File: src/design/accel_readout_defines.vh
`ifndef ACCEL_READOUT_DEFINES_VH
`define ACCEL_READOUT_DEFINES_VH

// ****************************************
// Register byte addresses
// ****************************************
`define ADDR_CONTROL_ONE 8'h20
`define ADDR_PIN_FUNC 8'h30
`define ADDR_STATUS 8'h31
`define ADDR_AXIS_X 8'h32
`define ADDR_AXIS_Y 8'h33
`define ADDR_AXIS_Z 8'h34
`define ADDR_SRC1 8'h35
`define ADDR_SRC2 8'h36

// ****************************************
// Field positions
// ****************************************
`define RATE_SELECT_BIT 7
`define EXT_TIMEBASE_BIT 6
`define AXIS_EN_MSB 2
`define AXIS_EN_LSB 0
`define PIN1_SEL_MSB 2
`define PIN1_SEL_LSB 0
`define PIN2_SEL_MSB 5
`define PIN2_SEL_LSB 3
`define LATCH_REQUEST_BIT 6
`define STAT_READY_BIT 3
`define STAT_OVERRUN_BIT 7

// ****************************************
// Pin selector codes
// ****************************************
`define PIN_SEL_SRC1 3'h1
`define PIN_SEL_SRC2 3'h2
`define PIN_SEL_OR 3'h3
`define PIN_SEL_READY 3'h4

// ****************************************
// Reset values
// ****************************************
`define RESET_CONTROL_ONE 8'h07
`define RESET_PIN_FUNC 8'h00

// ****************************************
// Timing
// ****************************************
`define SYS_CLK_NS 4
`define EXT_CLK_NS 48
`define SLOW_PERIOD_MS 10
`define FAST_PERIOD_US 2500
`define NS_PER_MS 1000000
`define NS_PER_US 1000
`define PERIOD_CNT_W 22
// Default periods in time-base units: 10 ms and 2.5 ms over 4 ns and 48 ns
`define SYS_SLOW_CYCLES 22'h2625A0
`define SYS_FAST_CYCLES 22'h98968
`define EXT_SLOW_CYCLES 22'h32DCD
`define EXT_FAST_CYCLES 22'hCB73

`endif

File: src/design/sample_ready_router.v
`timescale 1ns/1ps
`include "accel_readout_defines.vh"
module sample_ready_router #(
  parameter [21:0] SYS_SLOW_CYC = `SYS_SLOW_CYCLES,
  parameter [21:0] SYS_FAST_CYC = `SYS_FAST_CYCLES,
  parameter [21:0] EXT_SLOW_CYC = `EXT_SLOW_CYCLES,
  parameter [21:0] EXT_FAST_CYC = `EXT_FAST_CYCLES
) (
  input wire clk_sys,
  input wire srst,
  input wire ext_clk,
  input wire [7:0] accel_x,
  input wire [7:0] accel_y,
  input wire [7:0] accel_z,
  input wire motion1_cond,
  input wire motion2_cond,
  input wire [7:0] reg_addr,
  input wire [7:0] reg_wdata,
  input wire reg_wr,
  input wire reg_rd,
  output reg [7:0] reg_rdata,
  output reg first_output_pin,
  output reg second_output_pin
);

  // ****************************************
  // Pin routing function
  // ****************************************
  // Picks the signal a pin carries from its selector
  function route_pin;
    input [2:0] sel;
    input ready;
    input src1;
    input src2;
    begin
      case (sel)
        `PIN_SEL_READY: route_pin = ready;
        `PIN_SEL_SRC1: route_pin = src1;
        `PIN_SEL_SRC2: route_pin = src2;
        `PIN_SEL_OR: route_pin = src1 | src2;
        default: route_pin = 1'b0;
      endcase
    end
  endfunction

  // True when a strobe targets the given register address
  function addr_hit;
    input strobe;
    input [7:0] addr;
    input [7:0] target;
    begin
      addr_hit = strobe && (addr == target);
    end
  endfunction

  // ****************************************
  // Registers and state
  // ****************************************
  reg [7:0] control_one; // Rate, time base, axis enables
  reg [7:0] pin_function_control; // Pin selectors and latch bit
  reg [7:0] data_x; // Readable X sample
  reg [7:0] data_y; // Readable Y sample
  reg [7:0] data_z; // Readable Z sample
  reg sample_ready; // New set waiting for the host
  reg overrun; // Sticky: a set was lost
  reg [2:0] read_mask; // Axes read since last load
  reg src1; // Interrupt source one state
  reg src2; // Interrupt source two state
  reg [21:0] period_cnt; // Output period counter
  reg ext_meta; // External clock, first stage
  reg ext_sync; // External clock, second stage
  reg ext_prev; // Delayed copy for edge finding

  // ****************************************
  // Decoded controls
  // ****************************************
  wire rate_select_bit; // 1 selects the fast rate
  wire use_ext; // Time base from external clock
  wire [2:0] axis_en; // Enabled axis channels
  wire latch_request_bit; // Hold sources until read
  wire ext_rise; // Rising edge of external clock
  wire step; // One time-base unit elapsed
  wire [21:0] period_len; // Units per output period
  wire sample_tick; // A new sample set is produced
  wire wr_ctrl; // Write to control_one
  wire wr_pin; // Write to pin_function_control
  wire rd_status; // Read of sample_status
  wire rd_src1; // Read of source one register
  wire rd_src2; // Read of source two register
  wire [2:0] rd_axis; // Axis registers read this cycle
  wire [2:0] next_read_mask; // Mask including this read
  wire all_read; // Every enabled axis is read
  wire buf_in_ready; // Buffer can take a set
  wire buf_out_valid; // Buffer holds a set
  wire [23:0] buf_out_data; // Oldest buffered set
  wire load_set; // Move a set into the data regs
  wire [7:0] sample_status; // Status register image

  assign rate_select_bit = control_one[`RATE_SELECT_BIT];
  assign use_ext = control_one[`EXT_TIMEBASE_BIT];
  assign axis_en = control_one[`AXIS_EN_MSB:`AXIS_EN_LSB];
  assign latch_request_bit = pin_function_control[`LATCH_REQUEST_BIT];

  // Register strobes decoded by address
  assign wr_ctrl = addr_hit(reg_wr, reg_addr, `ADDR_CONTROL_ONE);
  assign wr_pin = addr_hit(reg_wr, reg_addr, `ADDR_PIN_FUNC);
  assign rd_status = addr_hit(reg_rd, reg_addr, `ADDR_STATUS);
  assign rd_src1 = addr_hit(reg_rd, reg_addr, `ADDR_SRC1);
  assign rd_src2 = addr_hit(reg_rd, reg_addr, `ADDR_SRC2);
  assign rd_axis[0] = addr_hit(reg_rd, reg_addr, `ADDR_AXIS_X);
  assign rd_axis[1] = addr_hit(reg_rd, reg_addr, `ADDR_AXIS_Y);
  assign rd_axis[2] = addr_hit(reg_rd, reg_addr, `ADDR_AXIS_Z);

  // ****************************************
  // External clock sampling
  // ****************************************
  // Two flops bring the pin in; a third finds edges
  always @(posedge clk_sys) begin
    if (srst) begin
      ext_meta <= 1'b0;
      ext_sync <= 1'b0;
      ext_prev <= 1'b0;
    end else begin
      ext_meta <= ext_clk;
      ext_sync <= ext_meta;
      ext_prev <= ext_sync;
    end
  end

  // Sync stages reset low, so a pin held high at release gives one early step
  assign ext_rise = ext_sync && !ext_prev;

  // ****************************************
  // Output rate time base
  // ****************************************
  // Period length follows the rate bit and time base
  assign period_len = use_ext ?
    (rate_select_bit ? EXT_FAST_CYC : EXT_SLOW_CYC) :
    (rate_select_bit ? SYS_FAST_CYC : SYS_SLOW_CYC);
  // The internal base steps on every clock
  assign step = use_ext ? ext_rise : 1'b1;
  // Compare with >= so a shorter period after a rate change ends at its next step
  assign sample_tick = step && (period_cnt >= period_len - 22'h1);

  // Counts time-base units through one output period
  always @(posedge clk_sys) begin
    if (srst) begin
      period_cnt <= 22'h0;
    end else if (sample_tick) begin
      period_cnt <= 22'h0;
    end else if (step) begin
      period_cnt <= period_cnt + 22'h1;
    end
  end

  // ****************************************
  // Control registers
  // ****************************************
  // Software writes; reset puts the slow rate in place
  always @(posedge clk_sys) begin
    if (srst) begin
      control_one <= `RESET_CONTROL_ONE;
      pin_function_control <= `RESET_PIN_FUNC;
    end else begin
      if (wr_ctrl)
        control_one <= reg_wdata;
      if (wr_pin)
        pin_function_control <= reg_wdata;
    end
  end

  // ****************************************
  // Sample buffer
  // ****************************************
  // Sets wait here while the host is still reading
  sample_pair_buffer #(
    .WIDTH(24)
  ) u_sample_buffer (
    .clk_sys(clk_sys),
    .srst(srst),
    .in_valid(sample_tick),
    .in_ready(buf_in_ready),
    .in_data({accel_z, accel_y, accel_x}),
    .out_valid(buf_out_valid),
    .out_ready(load_set),
    .out_data(buf_out_data)
  );

  // A set moves to the readable registers only after the last one is done
  // Buffer full means two sets wait behind the displayed one
  assign load_set = buf_out_valid && !sample_ready;

  // ****************************************
  // Sample ready and read tracking
  // ****************************************
  // Reads of disabled axes land in the mask but never matter
  assign next_read_mask = read_mask | rd_axis;
  assign all_read = ((next_read_mask & axis_en) == axis_en);

  // Ready rises on load, falls when every enabled axis is read
  always @(posedge clk_sys) begin
    if (srst) begin
      sample_ready <= 1'b0;
      read_mask <= 3'h0;
      data_x <= 8'h00;
      data_y <= 8'h00;
      data_z <= 8'h00;
    end else if (load_set) begin
      sample_ready <= 1'b1;
      read_mask <= 3'h0;
      data_x <= buf_out_data[7:0];
      data_y <= buf_out_data[15:8];
      data_z <= buf_out_data[23:16];
    end else if (sample_ready) begin
      read_mask <= next_read_mask;
      if (all_read)
        sample_ready <= 1'b0;
    end
  end

  // ****************************************
  // Overrun flag
  // ****************************************
  // A set arriving with the buffer full is lost; new loss beats the clear
  // A status read clears it after the read data has captured it
  always @(posedge clk_sys) begin
    if (srst) begin
      overrun <= 1'b0;
    end else begin
      overrun <= (sample_tick && !buf_in_ready) || (overrun && !rd_status);
    end
  end

  // ****************************************
  // Interrupt sources
  // ****************************************
  // Follow the condition, or hold it until the source register is read
  always @(posedge clk_sys) begin
    if (srst) begin
      src1 <= 1'b0;
      src2 <= 1'b0;
    end else begin
      src1 <= motion1_cond || (src1 && latch_request_bit && !rd_src1);
      src2 <= motion2_cond || (src2 && latch_request_bit && !rd_src2);
    end
  end

  // ****************************************
  // Output pins
  // ****************************************
  // Each pin takes the signal named by its selector field
  always @(posedge clk_sys) begin
    if (srst) begin
      first_output_pin <= 1'b0;
      second_output_pin <= 1'b0;
    end else begin
      first_output_pin <= route_pin(
        pin_function_control[`PIN1_SEL_MSB:`PIN1_SEL_LSB],
        sample_ready, src1, src2);
      second_output_pin <= route_pin(
        pin_function_control[`PIN2_SEL_MSB:`PIN2_SEL_LSB],
        sample_ready, src1, src2);
    end
  end

  // ****************************************
  // Register read port
  // ****************************************
  assign sample_status = {overrun, 3'h0, sample_ready, 3'h0};

  // Read data appears one cycle after the read strobe
  always @(posedge clk_sys) begin
    if (srst) begin
      reg_rdata <= 8'h00;
    end else if (reg_rd) begin
      case (reg_addr)
        `ADDR_CONTROL_ONE: reg_rdata <= control_one;
        `ADDR_PIN_FUNC: reg_rdata <= pin_function_control;
        `ADDR_STATUS: reg_rdata <= sample_status;
        `ADDR_AXIS_X: reg_rdata <= data_x;
        `ADDR_AXIS_Y: reg_rdata <= data_y;
        `ADDR_AXIS_Z: reg_rdata <= data_z;
        `ADDR_SRC1: reg_rdata <= {7'h00, src1};
        `ADDR_SRC2: reg_rdata <= {7'h00, src2};
        default: reg_rdata <= 8'h00; // Unmapped reads as zero
      endcase
    end
  end

endmodule

File: src/design/sample_pair_buffer.v
`timescale 1ns/1ps
// Two-entry buffer holding complete sample sets
module sample_pair_buffer #(
  parameter WIDTH = 24
) (
  input wire clk_sys,
  input wire srst,
  input wire in_valid,
  output wire in_ready,
  input wire [WIDTH-1:0] in_data,
  output wire out_valid,
  input wire out_ready,
  output wire [WIDTH-1:0] out_data
);

  reg [WIDTH-1:0] slot0; // Head entry
  reg [WIDTH-1:0] slot1; // Second entry
  reg [1:0] fill; // Entries held, 0 to 2

  wire push; // Entry accepted
  wire pop; // Entry drained

  assign in_ready = (fill != 2'h2);
  assign out_valid = (fill != 2'h0);
  assign out_data = slot0;
  assign push = in_valid && in_ready;
  assign pop = out_valid && out_ready;

  // ****************************************
  // Storage and fill count
  // ****************************************
  always @(posedge clk_sys) begin
    if (srst) begin
      fill <= 2'h0;
      slot0 <= {WIDTH{1'b0}};
      slot1 <= {WIDTH{1'b0}};
    end else begin
      case ({push, pop})
        2'b10: begin
          // Fill the first free entry
          if (fill == 2'h0)
            slot0 <= in_data;
          else
            slot1 <= in_data;
          fill <= fill + 2'h1;
        end
        2'b01: begin
          // Shift the second entry forward
          slot0 <= slot1;
          fill <= fill - 2'h1;
        end
        2'b11: begin
          // Drain and refill in one cycle
          if (fill == 2'h1)
            slot0 <= in_data;
          else begin
            slot0 <= slot1;
            slot1 <= in_data;
          end
        end
        default: begin
          // Hold
          fill <= fill;
        end
      endcase
    end
  end

endmodule

File: config.mk
export PLATFORM = sky130hd
export DESIGN_NAME = sample_ready_router
export DESIGN_NICKNAME = d
export VERILOG_FILES = /design/src/design/sample_ready_router.v /design/src/design/sample_pair_buffer.v
export VERILOG_INCLUDE_DIRS = /design/src /design/src/design
export SDC_FILE = /design/constraint.sdc
export NUM_CORES = 1
export LEC_CHECK = 0
export BUFFER_PORTS_ARGS = -buffer_cell sky130_fd_sc_hd__buf_2
export CAP_MARGIN = 0
export CORE_ASPECT_RATIO = 0.8
export CORE_UTILIZATION = 60
export CTS_CLUSTER_DIAMETER = 60
export DETAILED_ROUTE_END_ITERATION = 7
export PLACE_DENSITY = 0.79
export RECOVER_POWER = 50
export REMOVE_ABC_BUFFERS = 1
export SYNTH_ARGS = -nofsm -noshare
export SYNTH_HDL_FRONTEND = slang
export SYNTH_SLANG_ARGS = --single-unit
File: constraint.sdc
create_clock -name clk_sys -period 4.8 [get_ports clk_sys]
set_clock_uncertainty 0.1 [all_clocks]
set_input_delay 0.96 -clock clk_sys [delete_from_list [all_inputs] [get_ports clk_sys]]
set_output_delay 0.96 -clock clk_sys [all_outputs]
set_load 0.01 [all_outputs]
==> flow_metrics.py <==
metrics = {
    "floorplan": {
        "core_sq_mm": 0.0104,
        "fp-row-count": 33,
        "initial_core_util_pct": 62.4,
        "io_pins": 57,
        "die_area_sq_mm": 0.0112,
        "dieWidth_microns": 118,
        "die_h_microns": 94.8,
    },
    "clock_network": {
        "h-tree-depth": 4,
        "tritoncts": "built",
        "clockRootBuffer": "clkbuf_16",
        "clk_path_buf_depth": 2,
        "clkLatencyLatePin_ns": 0.41,
        "ctsResizeCount": 0,
        "cts_sinks": 132,
        "cts_made_buffers": 17,
        "post_cts_buffers": 0,
        "clk_pin_slew_worst_paths_ns": 0.06,
        "cts_hold_buf": 0,
    },
    "logic_synthesis": {
        "yosysWarnings": 0,
        "synth_edf_count": 0,
        "synth_ff_type": "dfxtp_1",
        "synth_seq_cells": 132,
        "postSynthCellCount": 739,
        "yosysTopAreaCell": "dfxtp_1",
        "synthTopCellsByArea": "dfxtp_1, nand2_1, ha_1",
        "syn_area_sq_mm": 0.00646,
        "yosysUniqueCellTypes": 58,
        "synth-seq-area-share_pct": 40.9,
        "async_flop_share_pct": 0,
        "synth_top_area_share_pct": 40.9,
        "avgSynthCellArea_sq_um": 8.75,
    },
    "finish": {
        "final_common_cell": "nand2_1",
        "drive_gt1_share_pct": 17.6,
        "nFillCells": 786,
        "syn_to_final_growth_pct": 14.1,
        "layout_common_cells": "nand2_1, dfxtp_1, a21oi_1, nor2_1, buf_2",
        "finalNonFillerCells": 937,
        "fin_nets": 866,
        "diodes": 0,
    },
    "timing": {
        "slew-limit-headroom_pct": -56.0,
        "finalHoldViolations": 0,
        "period_share_pct": 87.4,
        "max_slew.worst_pin.slew_ns": 2.34,
        "setup_viol": 0,
        "maxSlewViolCount": 55,
        "hold_slack_ns": 0.336,
        "rsz0062_at_grt": "no",
        "period_needed_ns": 4.20,
        "tns_ns": 0,
        "fmax_mhz": 238,
    },
    "setup_path": {
        "crit_path_start_kind": "flip-flop",
        "path_max_fanout": 24,
        "reg2reg_depth": 20,
        "r2r-start": "control_one[6]",
        "worstSetupPathType": "reg -> reg",
        "cp-end-kind": "flip-flop",
        "cp_data_required_time_ns": 4.99,
        "worst-r2r-setup-slack_ns": 0.60,
        "crit_arrival_ns": 4.39,
        "r2r-end": "u_sample_buffer.out_data[5]",
    },
    "routing": {
        "wl_per_cell_microns": 16.7,
        "dr.pass1.iters": 6,
        "routed_wirelength_mm": 15.7,
        "drt-initial-drc-count": 435,
        "drc": 0,
        "ant_nets": 0,
        "vias": 5476,
        "avgViaCountPerCell": 5.84,
    },
    "placement": {
        "placedCellCount": 905,
        "numPortBuffers": 56,
        "hpwl_mm": 10.4,
        "place.gp.congestion": 0.902,
    },
    "pwr": {
        "peakVddDrop_uv": 312,
        "power_density_mw_per_mm2": 440,
        "p_leak_nw": 3.05,
        "finalPower_mw": 3.25,
    },
    "run": {
        "cap_viol_max_count": 1,
    },
    "global_routing": {
        "antenna_found_initial": 0,
        "overflow": 0,
        "grt_pass1_vias": 5244,
        "grtUsageTotal_pct": 29.3,
        "grt_pass1_wl_mm": 25.7,
        "grt_max_degree": 72,
    },
    "run_status": {
        "violations": "capacitance limit, slew limit",
        "run_status": "finished with violations",
    },
    "hold_path": {
        "hp-start": "ext_meta",
        "worstHoldEndpoint": "ext_sync",
        "min_path_cells": 1,
        "hold_path_class": "reg -> reg",
    },
}
-- cell type report --
cell class,instances,area [sq um],area share (%)
Clock buffer,20,447,6.05
Sequential cell,132,2640,35.8
Timing Repair Buffer,68,345,4.68
Multi-Input combinational cell,549,3530,47.9
Tap cell,140,175,2.37
Clock inverter,12,178,2.41
Inverter,16,60.1,0.814
-- critical path, cell delays in order (launching register included) --
cell      delay (ns)
dfxtp_1         0.31
inv_1           0.18
ha_1            0.27
ha_1            0.16
inv_1           0.04
o21ai_0         0.23
xnor2_1         0.15
ha_1            0.26
a21oi_1         0.12
o21ai_0         0.09
a221oi_1        0.31
o221a_1         0.28
or3_2           0.15
inv_1           0.06
ha_1            0.25
nand2_1         0.15
nand2_1         0.06
buf_4           0.26
a22oi_1         0.22
nor2_1          0.06
mux2_4          0.35
-- cell families (layout without fill, tap and decap cells) --
logic type	count (synthesis)	after routing	share of synthesized area, %
xor gates and xnor gates	25	25	3.39
buffers and inverters	58	116	4.55
muxes	28	28	5.96
DFF	132	132	40.9
AOI/OAI and AO/OA	152	152	15.3
and+or+nand+nor	309	309	23.1
adders and majority gates	35	35	6.77
-- worst max path at each step --
stage                                         endpoint           start  slack, ns  cells after the start
after CTS                  u_sample_buffer.out_data[3]  control_one[7]       0.66                     19
after detailed placement  u_sample_buffer.out_data[16]  control_one[7]       0.77                     19
after global placement    u_sample_buffer.out_data[15]  control_one[7]       0.88                     19
after global routing      u_sample_buffer.out_data[19]  control_one[6]       0.28                     20
final                      u_sample_buffer.out_data[5]  control_one[6]       0.60                     20
after floorplan           u_sample_buffer.out_data[10]  control_one[7]       0.56                     19
-- state kept, by name, indices dropped and copies added (netlist names), 2 cells and up --
name	cells
control_one	8
data_x	8
data_y	8
data_z	8
period_cnt	22
pin_function_control	8
read_mask	3
reg_rdata	8
u_sample_buffer.fill	2
u_sample_buffer.out_data	24
u_sample_buffer.slot1	24
-- cells in the mapped netlist, types with 3 or more instances --
master and instances:
and4_1 3, xor2_1 12, ha_1 35, nand3b_1 3, a31oi_1 9, nand3_1 24
nor2_1 69, dfxtp_1 132, xnor2_1 13, mux2i_1 4, nor3b_1 3, and3_1 6
and2b_2 19, nor2b_1 9, clkbuf_8 3, buf_1 4, a221oi_1 4, nand4_1 5
clkbuf_1 31, inv_1 16, a22o_1 8, a211oi_1 3, nand2_1 138, o21ai_0 7
a222oi_1 5, a21oi_1 70, nand2b_1 5, a22oi_1 33, nor3_1 9, mux2_2 4
mux2_4 20
-- metrics by stage --
step	setup slack, ns	area, sq um	utilization (%)
finish	0.604	7380	71.2
global route	0.275	7380	71.2
CTS	0.657	7410	71.5
detailed placement	0.770	6780	65.4
global placement	0.880	6780	65.4
floorplan	0.558	6230	-
-- metal layers --
| metal | up-vias | wire length, microns | track usage, % |
|---|---|---|---|
| met4 | 0 | 257 | 13.0 |
| met2 | 215 | 7310 | 48.5 |
| li1 | 2663 | - | - |
| met5 | - | 0 | 0 |
| met1 | 2564 | 6890 | 37.0 |
| met3 | 34 | 1230 | 6.34 |
-- power breakdown --
part	internal [mW]	switching, mW	total (mW)
Sequential	1.19	0.0607	1.25
Combinational	0.266	0.370	0.636
Clock	0.884	0.480	1.36
Total	2.34	0.910	3.25
Note: power is estimated with default switching activity, not from simulation.
